==> src/core/fan_regs_defs.svh <==
// register numbers, codes, limits and reset values of the holding-register bank
`ifndef FAN_REGS_DEFS_SVH
`define FAN_REGS_DEFS_SVH

`define FC_READ_HOLDING     8'h03
`define FC_READ_INPUT       8'h04
`define FC_WRITE_SINGLE     8'h06
`define EXC_NONE            8'h00
`define EXC_BAD_FUNCTION    8'h01
`define EXC_BAD_ADDRESS     8'h02
`define EXC_BAD_VALUE       8'h03

`define OFS_FAULT_RESET     16'h0000
`define OFS_SPEED_FLOOR     16'h0001
`define OFS_SPEED_CEILING   16'h0002
`define OFS_CURRENT_LIMIT   16'h0007
`define OFS_LOWER_THRESH    16'h0010
`define OFS_STORED_SPEED    16'h0015
`define OFS_POLARITY        16'h001f
`define OFS_SKIP_LOW        16'h0020
`define OFS_SKIP_HIGH       16'h0021
`define OFS_MODE_SELECT     16'h0022
`define OFS_COAST_SPEED     16'h0023
`define OFS_POWER_LIMIT     16'h0024
`define OFS_NODE_ADDRESS    16'h002d
`define OFS_DOUT_FUNCTION   16'h002e
`define OFS_LINE_RATE       16'h002f
`define OFS_FRAME_FORMAT    16'h0030
`define OFS_EXT_REFERENCE   16'h0032
`define OFS_PROP_GAIN       16'h0033
`define OFS_INT_GAIN        16'h0034
`define OFS_DERIV_GAIN      16'h0035
`define OFS_LOOP_PERIOD     16'h0036
`define OFS_UPPER_THRESH    16'h0037
`define OFS_LINK_TIMEOUT    16'h0038
`define OFS_VOLATILE_SETPT  16'h0042

`define RST_FAULT_RESET     16'h0000
`define RST_STORED_SPEED    16'h0000
`define RST_POLARITY        16'h0000
`define RST_SKIP_LOW        16'h4e20
`define RST_SKIP_HIGH       16'h4e20
`define RST_MODE_SELECT     16'h0001
`define RST_COAST_SPEED     16'h4e20
`define RST_NODE_ADDRESS    16'h0001
`define RST_DOUT_FUNCTION   16'h0000
`define RST_LINE_RATE       16'h0060
`define RST_FRAME_FORMAT    16'h0000

`define SPEED_LIMIT_RPM     16'h4e20
`define MODE_LAST           16'h000c
`define MODE_FIXED_SPEED    16'h0002
`define MODE_FIXED_LOOP     16'h000c
`define DOUT_RANGE_CODE     16'h0003
`define DOUT_LAST           16'h0003
`define NODE_ADDR_LAST      16'h00f7
`define FRAME_LAST          16'h0002
`define RATE_9K6            16'h0060
`define RATE_19K2           16'h00c0
`define EXT_REF_LAST        16'h0064
`define GAIN_LAST           16'h7fff
`define POWER_FIRST         16'h000a

`endif

==> src/core/fan_regs_pkg.sv <==
// types shared by the holding-register bank and its helpers
package fan_regs_pkg;

   typedef struct packed {
      logic [7:0]  func;
      logic [15:0] addr;
      logic [15:0] data;
   } mb_req_t;

   typedef struct packed {
      logic        valid;
      logic [7:0]  func;
      logic [7:0]  exc;
      logic [15:0] data;
   } mb_rsp_t;

   typedef struct packed {
      logic        valid;
      logic [15:0] addr;
      logic [15:0] data;
   } nv_word_t;

   typedef enum logic [2:0] {
      FAM_SPEED     = 3'b000,
      FAM_SLAVE     = 3'b001,
      FAM_AIRFLOW   = 3'b010,
      FAM_EMULATION = 3'b011,
      FAM_LOOP      = 3'b100
   } drive_family_t;

   typedef enum logic [1:0] {
      SRC_ANALOG    = 2'b00,
      SRC_TEMPORARY = 2'b01,
      SRC_STORED    = 2'b10,
      SRC_MASTER    = 2'b11
   } ref_source_t;

   typedef enum logic [1:0] {
      ST_IDLE       = 2'b00,
      ST_INPUT_WAIT = 2'b01
   } bank_state_t;

   typedef struct packed {
      drive_family_t family;
      ref_source_t   source;
      logic [15:0]   reference;
      logic          feedback_invert;
      logic [15:0]   speed_floor;
      logic [15:0]   speed_ceiling;
      logic [15:0]   current_limit;
      logic [15:0]   threshold_low;
      logic [15:0]   threshold_high;
      logic [15:0]   skip_low;
      logic [15:0]   skip_high;
      logic [15:0]   coast_speed;
      logic [15:0]   power_limit;
   } drive_cfg_t;

endpackage

==> src/core/fan_mode_decode.sv <==
// operating-mode code to control family and reference source
`timescale 1ns/1ns
module fan_mode_decode
   import fan_regs_pkg::*;
(
   input  wire logic [15:0]   mode,
   output drive_family_t      family,
   output ref_source_t        source
);

   always_comb begin
      family = FAM_SPEED;
      source = SRC_ANALOG;
      case (mode)
         16'h0000: begin family = FAM_SPEED;     source = SRC_TEMPORARY; end
         16'h0001: begin family = FAM_SPEED;     source = SRC_ANALOG;    end
         16'h0002: begin family = FAM_SPEED;     source = SRC_STORED;    end
         16'h0003: begin family = FAM_SLAVE;     source = SRC_MASTER;    end
         16'h0004: begin family = FAM_AIRFLOW;   source = SRC_ANALOG;    end
         16'h0005: begin family = FAM_AIRFLOW;   source = SRC_TEMPORARY; end
         16'h0006: begin family = FAM_AIRFLOW;   source = SRC_STORED;    end
         16'h0007: begin family = FAM_EMULATION; source = SRC_ANALOG;    end
         16'h0008: begin family = FAM_EMULATION; source = SRC_TEMPORARY; end
         16'h0009: begin family = FAM_EMULATION; source = SRC_STORED;    end
         16'h000a: begin family = FAM_LOOP;      source = SRC_ANALOG;    end
         16'h000b: begin family = FAM_LOOP;      source = SRC_TEMPORARY; end
         16'h000c: begin family = FAM_LOOP;      source = SRC_STORED;    end
         default: begin family = FAM_SPEED;      source = SRC_ANALOG;    end
      endcase
   end

endmodule

==> src/core/fan_write_bounds.sv <==
// which register numbers exist, and whether a written value lies in its bounds
`timescale 1ns/1ns
`include "fan_regs_defs.svh"
module fan_write_bounds
   import fan_regs_pkg::*;
#(
   parameter logic [15:0] MIN_SPEED_DEFAULT = 16'h012c,
   parameter logic [15:0] MAX_SPEED_DEFAULT = 16'h0bb8,
   parameter logic [15:0] CURRENT_DEFAULT   = 16'h1964,
   parameter logic [15:0] POWER_DEFAULT     = 16'h0a5a
)
(
   input  wire logic [15:0]   addr,
   input  wire logic [15:0]   value,
   input  wire logic [15:0]   floor_now,
   input  wire logic [15:0]   ceiling_now,
   input  wire logic [15:0]   skip_low_now,
   input  wire logic [15:0]   skip_high_now,
   input  wire logic [15:0]   low_thresh_now,
   input  wire logic [15:0]   dout_now,
   output logic               known,
   output logic               in_bounds
);

   always_comb begin
      known     = 1'b1;
      in_bounds = 1'b1;
      case (addr)
         `OFS_FAULT_RESET, `OFS_POLARITY: in_bounds = (value <= 16'h0001);
         `OFS_SPEED_FLOOR:   in_bounds = (value >= MIN_SPEED_DEFAULT) && (value <= ceiling_now);
         `OFS_SPEED_CEILING: in_bounds = (value >= floor_now) && (value <= MAX_SPEED_DEFAULT);
         `OFS_CURRENT_LIMIT: in_bounds = (value >= 16'h0001) && (value <= CURRENT_DEFAULT);
         `OFS_LOWER_THRESH:  in_bounds = (value <= ceiling_now);
         `OFS_STORED_SPEED:  in_bounds = (value >= floor_now) && (value <= ceiling_now);
         `OFS_SKIP_LOW:      in_bounds = (value <= skip_high_now);
         `OFS_SKIP_HIGH:     in_bounds = (value >= skip_low_now) && (value <= `SPEED_LIMIT_RPM);
         `OFS_MODE_SELECT:   in_bounds = (value <= `MODE_LAST);
         `OFS_COAST_SPEED:   in_bounds = (value <= `SPEED_LIMIT_RPM);
         `OFS_POWER_LIMIT:   in_bounds = (value >= `POWER_FIRST) && (value <= POWER_DEFAULT);
         `OFS_NODE_ADDRESS:  in_bounds = (value >= 16'h0001) && (value <= `NODE_ADDR_LAST);
         `OFS_DOUT_FUNCTION: in_bounds = (value <= `DOUT_LAST);
         `OFS_LINE_RATE:     in_bounds = (value == `RATE_9K6) || (value == `RATE_19K2);
         `OFS_FRAME_FORMAT:  in_bounds = (value <= `FRAME_LAST);
         `OFS_EXT_REFERENCE: in_bounds = (value <= `EXT_REF_LAST);
         `OFS_PROP_GAIN, `OFS_INT_GAIN, `OFS_DERIV_GAIN, `OFS_LOOP_PERIOD,
         `OFS_LINK_TIMEOUT:  in_bounds = (value <= `GAIN_LAST);
         // in range-indication mode the upper threshold sits at or above the lower one
         `OFS_UPPER_THRESH:  in_bounds = (value <= ceiling_now) &&
                                ((dout_now != `DOUT_RANGE_CODE) || (value >= low_thresh_now));
         default: begin
            known     = 1'b0;
            in_bounds = 1'b0;
         end
      endcase
   end

endmodule

==> src/core/fan_holding_registers.sv <==
// holding-register bank of the fan drive, served one register request at a time
`timescale 1ns/1ns
`include "fan_regs_defs.svh"
module fan_holding_registers
   import fan_regs_pkg::*;
#(
   parameter int          HOLD_WORDS        = 57,
   parameter logic [15:0] MIN_SPEED_DEFAULT = 16'h012c,
   parameter logic [15:0] MAX_SPEED_DEFAULT = 16'h0bb8,
   parameter logic [15:0] CURRENT_DEFAULT   = 16'h1964,
   parameter logic [15:0] POWER_DEFAULT     = 16'h0a5a,
   parameter logic [15:0] LOW_THRESH_DEFAULT = 16'h0000
)
(
   input  wire logic          clock,
   input  wire logic          nrst,
   input  wire logic          cold_start,
   input  wire logic          req_valid,
   input  wire mb_req_t       req,
   output logic               req_ready,
   output mb_rsp_t            rsp,
   output logic               input_read,
   output logic [15:0]        input_addr,
   input  wire logic [15:0]   input_data,
   input  wire logic          motor_running,
   input  wire nv_word_t      restore,
   output nv_word_t           nv_write,
   output logic               fault_clear,
   input  wire logic [15:0]   analog_level,
   output drive_cfg_t         cfg
);

   typedef struct packed {
      bank_state_t                     fsm;
      logic [HOLD_WORDS-1:0][15:0]     hold;
      logic [15:0]                     temp_setpoint;
      logic                            req_ready;
      mb_rsp_t                         rsp;
      logic                            input_read;
      logic [15:0]                     input_addr;
      nv_word_t                        nv;
      logic                            fault_clear;
      drive_cfg_t                      cfg;
   } bank_t;

   bank_t         cur;
   bank_t         next_cur;
   logic          req_known;
   logic          req_ok;
   logic          rst_known;
   drive_family_t mode_family;
   ref_source_t   mode_source;
   logic [5:0]    req_index;
   logic [5:0]    rst_index;

   assign req_index = req.addr[5:0];
   assign rst_index = restore.addr[5:0];

   ////////////////////////////////////////////////////////////////////////////
   // helpers

   fan_write_bounds #(
      .MIN_SPEED_DEFAULT (MIN_SPEED_DEFAULT),
      .MAX_SPEED_DEFAULT (MAX_SPEED_DEFAULT),
      .CURRENT_DEFAULT   (CURRENT_DEFAULT),
      .POWER_DEFAULT     (POWER_DEFAULT)
   ) u_req_bounds (
      .addr           (req.addr),
      .value          (req.data),
      .floor_now      (cur.hold[`OFS_SPEED_FLOOR]),
      .ceiling_now    (cur.hold[`OFS_SPEED_CEILING]),
      .skip_low_now   (cur.hold[`OFS_SKIP_LOW]),
      .skip_high_now  (cur.hold[`OFS_SKIP_HIGH]),
      .low_thresh_now (cur.hold[`OFS_LOWER_THRESH]),
      .dout_now       (cur.hold[`OFS_DOUT_FUNCTION]),
      .known          (req_known),
      .in_bounds      (req_ok)
   );

   // the restore port only needs to know whether the number exists
   fan_write_bounds #(
      .MIN_SPEED_DEFAULT (MIN_SPEED_DEFAULT),
      .MAX_SPEED_DEFAULT (MAX_SPEED_DEFAULT),
      .CURRENT_DEFAULT   (CURRENT_DEFAULT),
      .POWER_DEFAULT     (POWER_DEFAULT)
   ) u_restore_map (
      .addr           (restore.addr),
      .value          (restore.data),
      .floor_now      (cur.hold[`OFS_SPEED_FLOOR]),
      .ceiling_now    (cur.hold[`OFS_SPEED_CEILING]),
      .skip_low_now   (cur.hold[`OFS_SKIP_LOW]),
      .skip_high_now  (cur.hold[`OFS_SKIP_HIGH]),
      .low_thresh_now (cur.hold[`OFS_LOWER_THRESH]),
      .dout_now       (cur.hold[`OFS_DOUT_FUNCTION]),
      .known          (rst_known),
      .in_bounds      ()
   );

   fan_mode_decode u_mode (
      .mode   (cur.hold[`OFS_MODE_SELECT]),
      .family (mode_family),
      .source (mode_source)
   );

   ////////////////////////////////////////////////////////////////////////////
   // next state
   // later assignments win: the reset command falls back to zero first, so a
   // fresh write of one right after still lands; a request write beats a
   // restore word aimed at the same register; reset overrides everything

   always_comb begin
      next_cur = cur;
      next_cur.rsp.valid   = 1'b0;
      next_cur.input_read  = 1'b0;
      next_cur.nv.valid    = 1'b0;
      next_cur.fault_clear = 1'b0;

      // the reset command holds one for a single cycle only
      if (cur.hold[`OFS_FAULT_RESET] != `RST_FAULT_RESET) begin
         next_cur.hold[`OFS_FAULT_RESET] = `RST_FAULT_RESET;
      end

      // power-up copy from nonvolatile storage, taken without bounds checks
      if (restore.valid && rst_known) begin
         next_cur.hold[rst_index] = restore.data;
      end

      case (cur.fsm)
         ST_IDLE: begin
            if (req_valid) begin
               next_cur.rsp.valid = 1'b1;
               next_cur.rsp.func  = req.func;
               next_cur.rsp.exc   = `EXC_NONE;
               next_cur.rsp.data  = req.data;
               case (req.func)
                  `FC_READ_HOLDING: begin
                     // register 66 is not backed by readable storage
                     if (req_known) begin
                        next_cur.rsp.data = cur.hold[req_index];
                     end else begin
                        next_cur.rsp.exc  = `EXC_BAD_ADDRESS;
                        next_cur.rsp.data = 16'h0000;
                     end
                  end
                  `FC_READ_INPUT: begin
                     next_cur.rsp.valid  = 1'b0;
                     next_cur.input_read = 1'b1;
                     next_cur.input_addr = req.addr;
                     next_cur.req_ready  = 1'b0;
                     next_cur.fsm        = ST_INPUT_WAIT;
                  end
                  `FC_WRITE_SINGLE: begin
                     if (req.addr == `OFS_VOLATILE_SETPT) begin
                        next_cur.temp_setpoint = req.data;
                     end else if (!req_known) begin
                        next_cur.rsp.exc = `EXC_BAD_ADDRESS;
                     end else if (!req_ok) begin
                        next_cur.rsp.exc = `EXC_BAD_VALUE;
                     end else begin
                        next_cur.hold[req_index] = req.data;
                        if (req.addr == `OFS_FAULT_RESET) begin
                           next_cur.fault_clear = req.data[0];
                        end else if (!motor_running) begin
                           next_cur.nv.valid = 1'b1;
                           next_cur.nv.addr  = req.addr;
                           next_cur.nv.data  = req.data;
                        end
                     end
                  end
                  default: begin
                     next_cur.rsp.exc  = `EXC_BAD_FUNCTION;
                     next_cur.rsp.data = 16'h0000;
                  end
               endcase
            end
         end
         ST_INPUT_WAIT: begin
            next_cur.rsp.valid = 1'b1;
            next_cur.rsp.func  = `FC_READ_INPUT;
            next_cur.rsp.exc   = `EXC_NONE;
            next_cur.rsp.data  = input_data;
            next_cur.req_ready = 1'b1;
            next_cur.fsm       = ST_IDLE;
         end
         default: begin
            next_cur.fsm       = ST_IDLE;
            next_cur.req_ready = 1'b1;
         end
      endcase

      // configuration seen by the motor control
      next_cur.cfg.family          = mode_family;
      next_cur.cfg.source          = mode_source;
      next_cur.cfg.feedback_invert = cur.hold[`OFS_POLARITY][0];
      next_cur.cfg.speed_floor     = cur.hold[`OFS_SPEED_FLOOR];
      next_cur.cfg.speed_ceiling   = cur.hold[`OFS_SPEED_CEILING];
      next_cur.cfg.current_limit   = cur.hold[`OFS_CURRENT_LIMIT];
      next_cur.cfg.threshold_high  = cur.hold[`OFS_UPPER_THRESH];
      next_cur.cfg.skip_low        = cur.hold[`OFS_SKIP_LOW];
      next_cur.cfg.skip_high       = cur.hold[`OFS_SKIP_HIGH];
      next_cur.cfg.coast_speed     = cur.hold[`OFS_COAST_SPEED];
      next_cur.cfg.power_limit     = cur.hold[`OFS_POWER_LIMIT];
      if (cur.hold[`OFS_DOUT_FUNCTION] == `DOUT_RANGE_CODE) begin
         next_cur.cfg.threshold_low = cur.hold[`OFS_LOWER_THRESH];
      end else begin
         next_cur.cfg.threshold_low = 16'h0000;
      end
      case (mode_source)
         SRC_TEMPORARY: next_cur.cfg.reference = cur.temp_setpoint;
         SRC_STORED: begin
            // the stored references of modes 6 and 9 are not held in this bank
            if (cur.hold[`OFS_MODE_SELECT] == `MODE_FIXED_SPEED) begin
               next_cur.cfg.reference = cur.hold[`OFS_STORED_SPEED];
            end else if (cur.hold[`OFS_MODE_SELECT] == `MODE_FIXED_LOOP) begin
               next_cur.cfg.reference = cur.hold[`OFS_EXT_REFERENCE];
            end else begin
               next_cur.cfg.reference = 16'h0000;
            end
         end
         default: next_cur.cfg.reference = analog_level;
      endcase

      // synchronous reset: defaults, except a warm restart keeps register 66
      if (!nrst) begin
         next_cur = '0;
         next_cur.fsm                          = ST_IDLE;
         next_cur.req_ready                    = 1'b1;
         next_cur.temp_setpoint                = cold_start ? 16'h0000 : cur.temp_setpoint;
         next_cur.hold[`OFS_FAULT_RESET]       = `RST_FAULT_RESET;
         next_cur.hold[`OFS_SPEED_FLOOR]       = MIN_SPEED_DEFAULT;
         next_cur.hold[`OFS_SPEED_CEILING]     = MAX_SPEED_DEFAULT;
         next_cur.hold[`OFS_CURRENT_LIMIT]     = CURRENT_DEFAULT;
         next_cur.hold[`OFS_LOWER_THRESH]      = LOW_THRESH_DEFAULT;
         next_cur.hold[`OFS_STORED_SPEED]      = `RST_STORED_SPEED;
         next_cur.hold[`OFS_POLARITY]          = `RST_POLARITY;
         next_cur.hold[`OFS_SKIP_LOW]          = `RST_SKIP_LOW;
         next_cur.hold[`OFS_SKIP_HIGH]         = `RST_SKIP_HIGH;
         next_cur.hold[`OFS_MODE_SELECT]       = `RST_MODE_SELECT;
         next_cur.hold[`OFS_COAST_SPEED]       = `RST_COAST_SPEED;
         next_cur.hold[`OFS_POWER_LIMIT]       = POWER_DEFAULT;
         next_cur.hold[`OFS_NODE_ADDRESS]      = `RST_NODE_ADDRESS;
         next_cur.hold[`OFS_DOUT_FUNCTION]     = `RST_DOUT_FUNCTION;
         next_cur.hold[`OFS_LINE_RATE]         = `RST_LINE_RATE;
         next_cur.hold[`OFS_FRAME_FORMAT]      = `RST_FRAME_FORMAT;
      end
   end

   ////////////////////////////////////////////////////////////////////////////
   // state register and outputs

   always_ff @(posedge clock) begin
      cur <= next_cur;
   end

   assign req_ready   = cur.req_ready;
   assign rsp         = cur.rsp;
   assign input_read  = cur.input_read;
   assign input_addr  = cur.input_addr;
   assign nv_write    = cur.nv;
   assign fault_clear = cur.fault_clear;
   assign cfg         = cur.cfg;

endmodule

==> config.mk <==
export PLATFORM = sky130hd
export DESIGN_NAME = fan_holding_registers
export DESIGN_NICKNAME = d
export VERILOG_FILES = /design/src/core/fan_regs_pkg.sv /design/src/core/fan_mode_decode.sv /design/src/core/fan_write_bounds.sv /design/src/core/fan_holding_registers.sv
export VERILOG_INCLUDE_DIRS = /design/src /design/src/core
export SDC_FILE = /design/constraint.sdc
export NUM_CORES = 2
export LEC_CHECK = 0
export BUFFER_PORTS_ARGS = -buffer_cell sky130_fd_sc_hd__buf_2
export CORE_MARGIN = 2
export CORE_UTILIZATION = 40
export DETAILED_ROUTE_END_ITERATION = 16
export PLACE_DENSITY_LB_ADDON = 0.05
export SLEW_MARGIN = 15
export SYNTH_ARGS = -nofsm -noshare
export SYNTH_HDL_FRONTEND = slang
export SYNTH_SLANG_ARGS = --single-unit
export TNS_END_PERCENT = 5
==> constraint.sdc <==
create_clock -name clock -period 5.1 [get_ports clock]
set_input_delay 0.255 -clock clock [delete_from_list [all_inputs] [get_ports clock]]
set_output_delay 0.255 -clock clock [all_outputs]
set_load 0.01 [all_outputs]
# Word level (Yosys, flattened, before mapping)
# Memory sizes are Yosys's and may differ from the RTL's. A register that Yosys moved wholly into a read port is not among the register bits.
# Cells that the tools add are included.
op_classes:
  n_lt_le_gt_ge: 23
  n_eq_ne: 61
  muxes: 47
  bitwise_logic: 9
  reduce_logical: 36
ops:
  columns: ["operator", "count"]
  rows:
  - ["912-bit 2-to-1 mux", 4]
  - ["928-bit 2-to-1 mux", 2]
  - ["912-bit bitwise mux", 2]
  - ["1013-bit 2-to-1 mux", 1]
  - ["16-bit by 6-bit equality test with 1-bit output, second input constant", 32]
  - ["267-bit 2-to-1 mux", 1]
  - ["16-bit demux with 6-bit select", 2]
  - ["16-bit 2-to-1 mux", 10]
  - ["34-bit 2-to-1 mux", 4]
  - ["16-bit binary-select mux with 6-bit select", 1]
  - ["16-bit by 5-bit equality test with 1-bit output, second input constant", 6]
  - ["33-bit 2-to-1 mux", 2]
  - ["33-bit case mux with 2 select lines", 1]
  - ["16-bit by 2-bit equality test with 1-bit output, second input constant", 4]
  - ["16-bit case mux with 2 select lines", 2]
  - ["51-bit 2-to-1 mux", 1]
  - ["16-bit greater-or-equal comparator", 3]
  - ["23-bit OR reduction", 2]
  - ["16-bit by 1-bit equality test with 1-bit output, second input constant", 2]
  - ["16-bit by 3-bit equality test with 1-bit output, second input constant", 2]
  - ["16-bit by 7-bit equality test with 1-bit output, second input constant", 2]
  - ["16-bit by 12-bit <= comparator with 1-bit output, second input constant", 2]
  - ["16-bit by 15-bit <= comparator with 1-bit output, second input constant", 2]
  - ["16-bit <= comparator", 2]
  - ["42 further kinds", 84]
word_totals:
  reg_bits: 1180
  rom_bits: 80
  out_inout_bits: 251
  elab_cells: 260
  memories: 1
mem_list:
  columns: ["memory", "depth", "width", "read_ports", "rd_ports_with_merged_regs", "write_ports", "line", "text"]
  rows:
  - ["(no name shown)", 16, 5, 1, 1, 0, "fan_mode_decode.sv:14", "case (mode)"]

# Depth between registers and ports, before layout
logic_depth:
  depth_word: 14
  ltp_mapped: 16
  mapped_depth_nobuf: 15

# Cells and area by module
# A second synthesis with hierarchy kept.
hier_totals:
  cells_unflattened: 7758
  area_unflattened_um2: 65107.4
by_module_without_submodules:
  columns: ["mod", "n_inst", "cells_per_inst", "area_each_um2", "seq_area_each_um2"]
  rows:
  - ["fan_holding_registers", 1, 6908, 59228.1, 23662.7]
  - ["fan_write_bounds at u_restore_map", 1, 413, 2850.2, 0.0]
  - ["fan_write_bounds at u_req_bounds", 1, 414, 2839.0, 0.0]
  - ["fan_mode_decode", 1, 23, 190.2, 0.0]

# Worst setup path after synthesis
# Ideal clock, no wire load.
synth_path:
  kind: "input-to-reg"
  from: "input port req[0] (netlist name)"
  to: "register (tool-made name)"
  setup_ns: 0.116
  t_arrival_ns: 3.610
  t_required_ns: 4.984
  slack_ns: 1.375
  path_stages: 15
  path_buffers: 1
  path_cell_list: "clkbuf_1 inv_1 ha_1 nand2b_1 a2111oi_0 o41ai_1 o21ai_0 o21ai_1 a21oi_4 a2111oi_4 mux2i_1 inv_1 ha_1 nor2b_1 a31o_1"
synth_lines:
  columns: ["item", "line", "text"]
  rows:
  - ["from (decl)", "fan_holding_registers.sv:19", "input wire mb_req_t req,"]

==> metrics <==
Worst-Margin Slew=1130 ps; RSZ-0062 raised after global routing=false; I/O Buffers=354; first-pass GRT wire length=263000 um; Core Region=0.127 mm2; Mapped Area=0.0510 mm2; max-cap violations=0; Die H=361 um; Slew Limit Fails=0; register area share after synthesis=46.6%; routed len/inst=28.0 um; vias in the first global route=34700; Register-to-Register Path Depth=15; hold buffer count at CTS=74; CTS sink cnt=1179; asr flop ratio synth=0%; clock skew=25.5 ps; FF-to-FF Start=cur[290]; hold path endpoint=cur[299]; total wire length=183000 um; Placer Congestion=0.939; Resized Gates After CTS=0; kind of critical path=primary input to flop; width of the die=361 um; All-Layer GR Usage=27.7%; gr ovfl total=0; Distinct cells, synth=96; CP Data Required Time=5760 ps; Final Cycle Share=84.4%; startpoint types=primary input; final setup fails=0; Residual DRC=0; top post-synthesis cells by area=dfxtp_1 46%, mux4_2 13%, and2_1 7.9%; Arrival @ worst endpoint=4970 ps; initial DRC count=3353; Detailed Place HPWL=123000 um; final setup margin=794 ps; DR pass1 iterations=6; storage element area=0.0238 mm2; Leak=24.1 nW; worst slack at placement=723 ps; CTS tree=built; final instance area=0.0577 mm2; main flop type after synthesis=dfxtp_1; Setup TNS=0 ps; Seq cells post-synth=1179; share of cells above drive strength 1=21.7%; Clock Path Buffers=3; total power draw=20.1 mW; I/O Pins=361; Max IR drop VDD=323 uV; Synth Area per Inst=10.7 um2; clock root buffer=clkbuf_16; cell count after synthesis=4749; Reg clk slew, reported paths=60 ps; hold crit path type=primary input to flop; nets=4989; Crit. End Element=flop; Min-Delay Path Depth=6; total number of vias=36000; Tmin final=4310 ps; worst reg2reg setup slack=840 ps; Yosys top cell by area=dfxtp_1; initial antenna violation count=16; worst hold start=req[0]; largest net degree at the start of global routing=231; placed instance area=0.0525 mm2; endpoints failing hold=0; synth warn=0; Clock Latency Late Sink=770 ps; multi-input logic area=0.0236 mm2; Layout area overhead=13.1%; Num CTS Buffers=134; Max Freq=232 MHz; Setup Buffers After CTS=0; ANT nets after route=0; crit-path max FO=21; H-tree Lvls=4; pwr/cell area=348 mW/mm2; Post-synth EDFFs=16; Core Rows=131; relative slew slack=24.6%; area share of the largest cell type after synthesis=45.6%; detailed-route vias per instance=5.49; fill cell total of the finished layout=11800; Starting Density=40.2%; full die area=0.130 mm2; outcome=finished clean
through the flow:
step	hold WS, ps	util, %	instances
after floorplan	380	-	4754
after global placement	440	41.3	6245
after detailed placement	444	41.3	6245
after CTS	15.2	45.4	6559
after global routing	82.0	45.4	6559
final	81.2	45.4	6563
state kept, by name, summed over array words and instances, names as in the netlist, named ones only:
register     count
nv_write        33
req_ready        1
cur            929
cfg            166
input_addr      16
rsp             27
fault_clear      1
input_read       1
worst max-delay path, stage by stage:
cell and delay, ps:
dlygate4sd3_1 530, buf_2 290, buf_4 350, inv_1 420
nand2_1 180, a2111oi_0 540, o221ai_1 220, o2111ai_2 240
a21oi_4 100, a2111oi_4 680, mux2i_1 260, buf_4 170
inv_1 60, ha_1 270, nor2b_1 120, a31o_1 210
how the worst max path moves through the flow:
stage	startpoint	end	slack (ps)	depth (start not counted)
after floorplan	req[0]	flop	1370	15
after global placement	req[4]	flop	760	15
after detailed placement	req[4]	flop	720	15
after CTS	cur[290]	flop	920	15
after global routing	cur[290]	flop	700	15
final	req[4]	flop	790	16
cells by family (layout without fill, tap and decap cells):
family / Yosys count / after routing / synth area share [%]
and+or+nand+nor: 1529 / 1529 / 15.7
DFF: 1179 / 1179 / 46.6
buffers and inverters: 727 / 870 / 7.34
muxes: 694 / 694 / 20.9
AOI/OAI and AO/OA: 528 / 528 / 7.32
adders and majority gates: 87 / 87 / 2.13
xor gates and xnor gates: 4 / 4 / 0.0687
other: 1 / 10 / 0.00735
power breakdown:
part           total [mW]  switching (mW)  internal [mW]  leakage [nW]
Combinational        1.09           0.768          0.325          12.3
Clock                9.74            3.99           5.74          2.20
Sequential           9.28          0.0124           9.26          9.56
metal layers:
| metal | vias up | share of wire [%] | global-route usage (%) |
|---|---|---|---|
| met4 | 10 | 3.3 | 9.69 |
| met3 | 252 | 7.3 | 5.68 |
| li1 | 16500 | - | - |
| met2 | 1402 | 42 | 40.0 |
| met5 | - | 0.038 | 0 |
| met1 | 17900 | 47 | 40.9 |
cells in the final DEF, fill, tap and decap left out, types with 8 or more instances in the layout:
master,count
buf_2,350
and3_1,42
ha_1,86
buf_4,95
clkinv_2,16
mux4_2,288
nor3_1,28
clkbuf_8,36
a22o_1,33
edfxtp_1,16
o211ai_1,11
nor4_1,15
nor2b_1,12
or3_1,9
a22oi_1,56
nand2b_1,16
dfxtp_1,1163
a21oi_1,117
buf_12,8
nor2_1,454
a211oi_1,169
dlygate4sd3_1,74
o2bb2ai_1,10
clkbuf_1,32
mux2i_1,333
clkbuf_16,141
nand3_1,31
nand4_1,22
inv_1,96
o21ai_0,43
nand2_1,198
and2_1,647
mux2_2,69
layout make-up:
class	count	share of cell area, %
antenna	4	0.0173
clock buffer	209	7.18
clock inverter	31	0.525
inverter	100	0.668
multi-input combinational	2848	40.9
sequential	1179	41.2
tap	1662	3.60
timing repair buffer	530	5.91
cells in the mapped netlist, types with 6 or more instances:
| cell | instances |
|---|---|
| clkbuf_1 | 283 |
| nor4_1 | 16 |
| o21ai_0 | 43 |
| nor2b_1 | 12 |
| buf_2 | 58 |
| nand4_1 | 22 |
| mux2_2 | 69 |
| nor3_1 | 30 |
| o21ai_1 | 7 |
| buf_1 | 36 |
| buf_4 | 248 |
| nand2_1 | 198 |
| and2_1 | 647 |
| o211a_1 | 6 |
| o211ai_1 | 11 |
| dfxtp_1 | 1163 |
| or3_1 | 9 |
| edfxtp_1 | 16 |
| a21oi_1 | 117 |
| nand2b_1 | 16 |
| nand3_1 | 31 |
| nor2_1 | 456 |
| inv_1 | 98 |
| and3_1 | 42 |
| ha_1 | 86 |
| o2bb2ai_1 | 10 |
| a21o_1 | 6 |
| a22o_1 | 33 |
| mux4_2 | 288 |
| a211oi_1 | 169 |
| mux2i_1 | 333 |
| a22oi_1 | 56 |
Power figures use the tool's default switching activity.
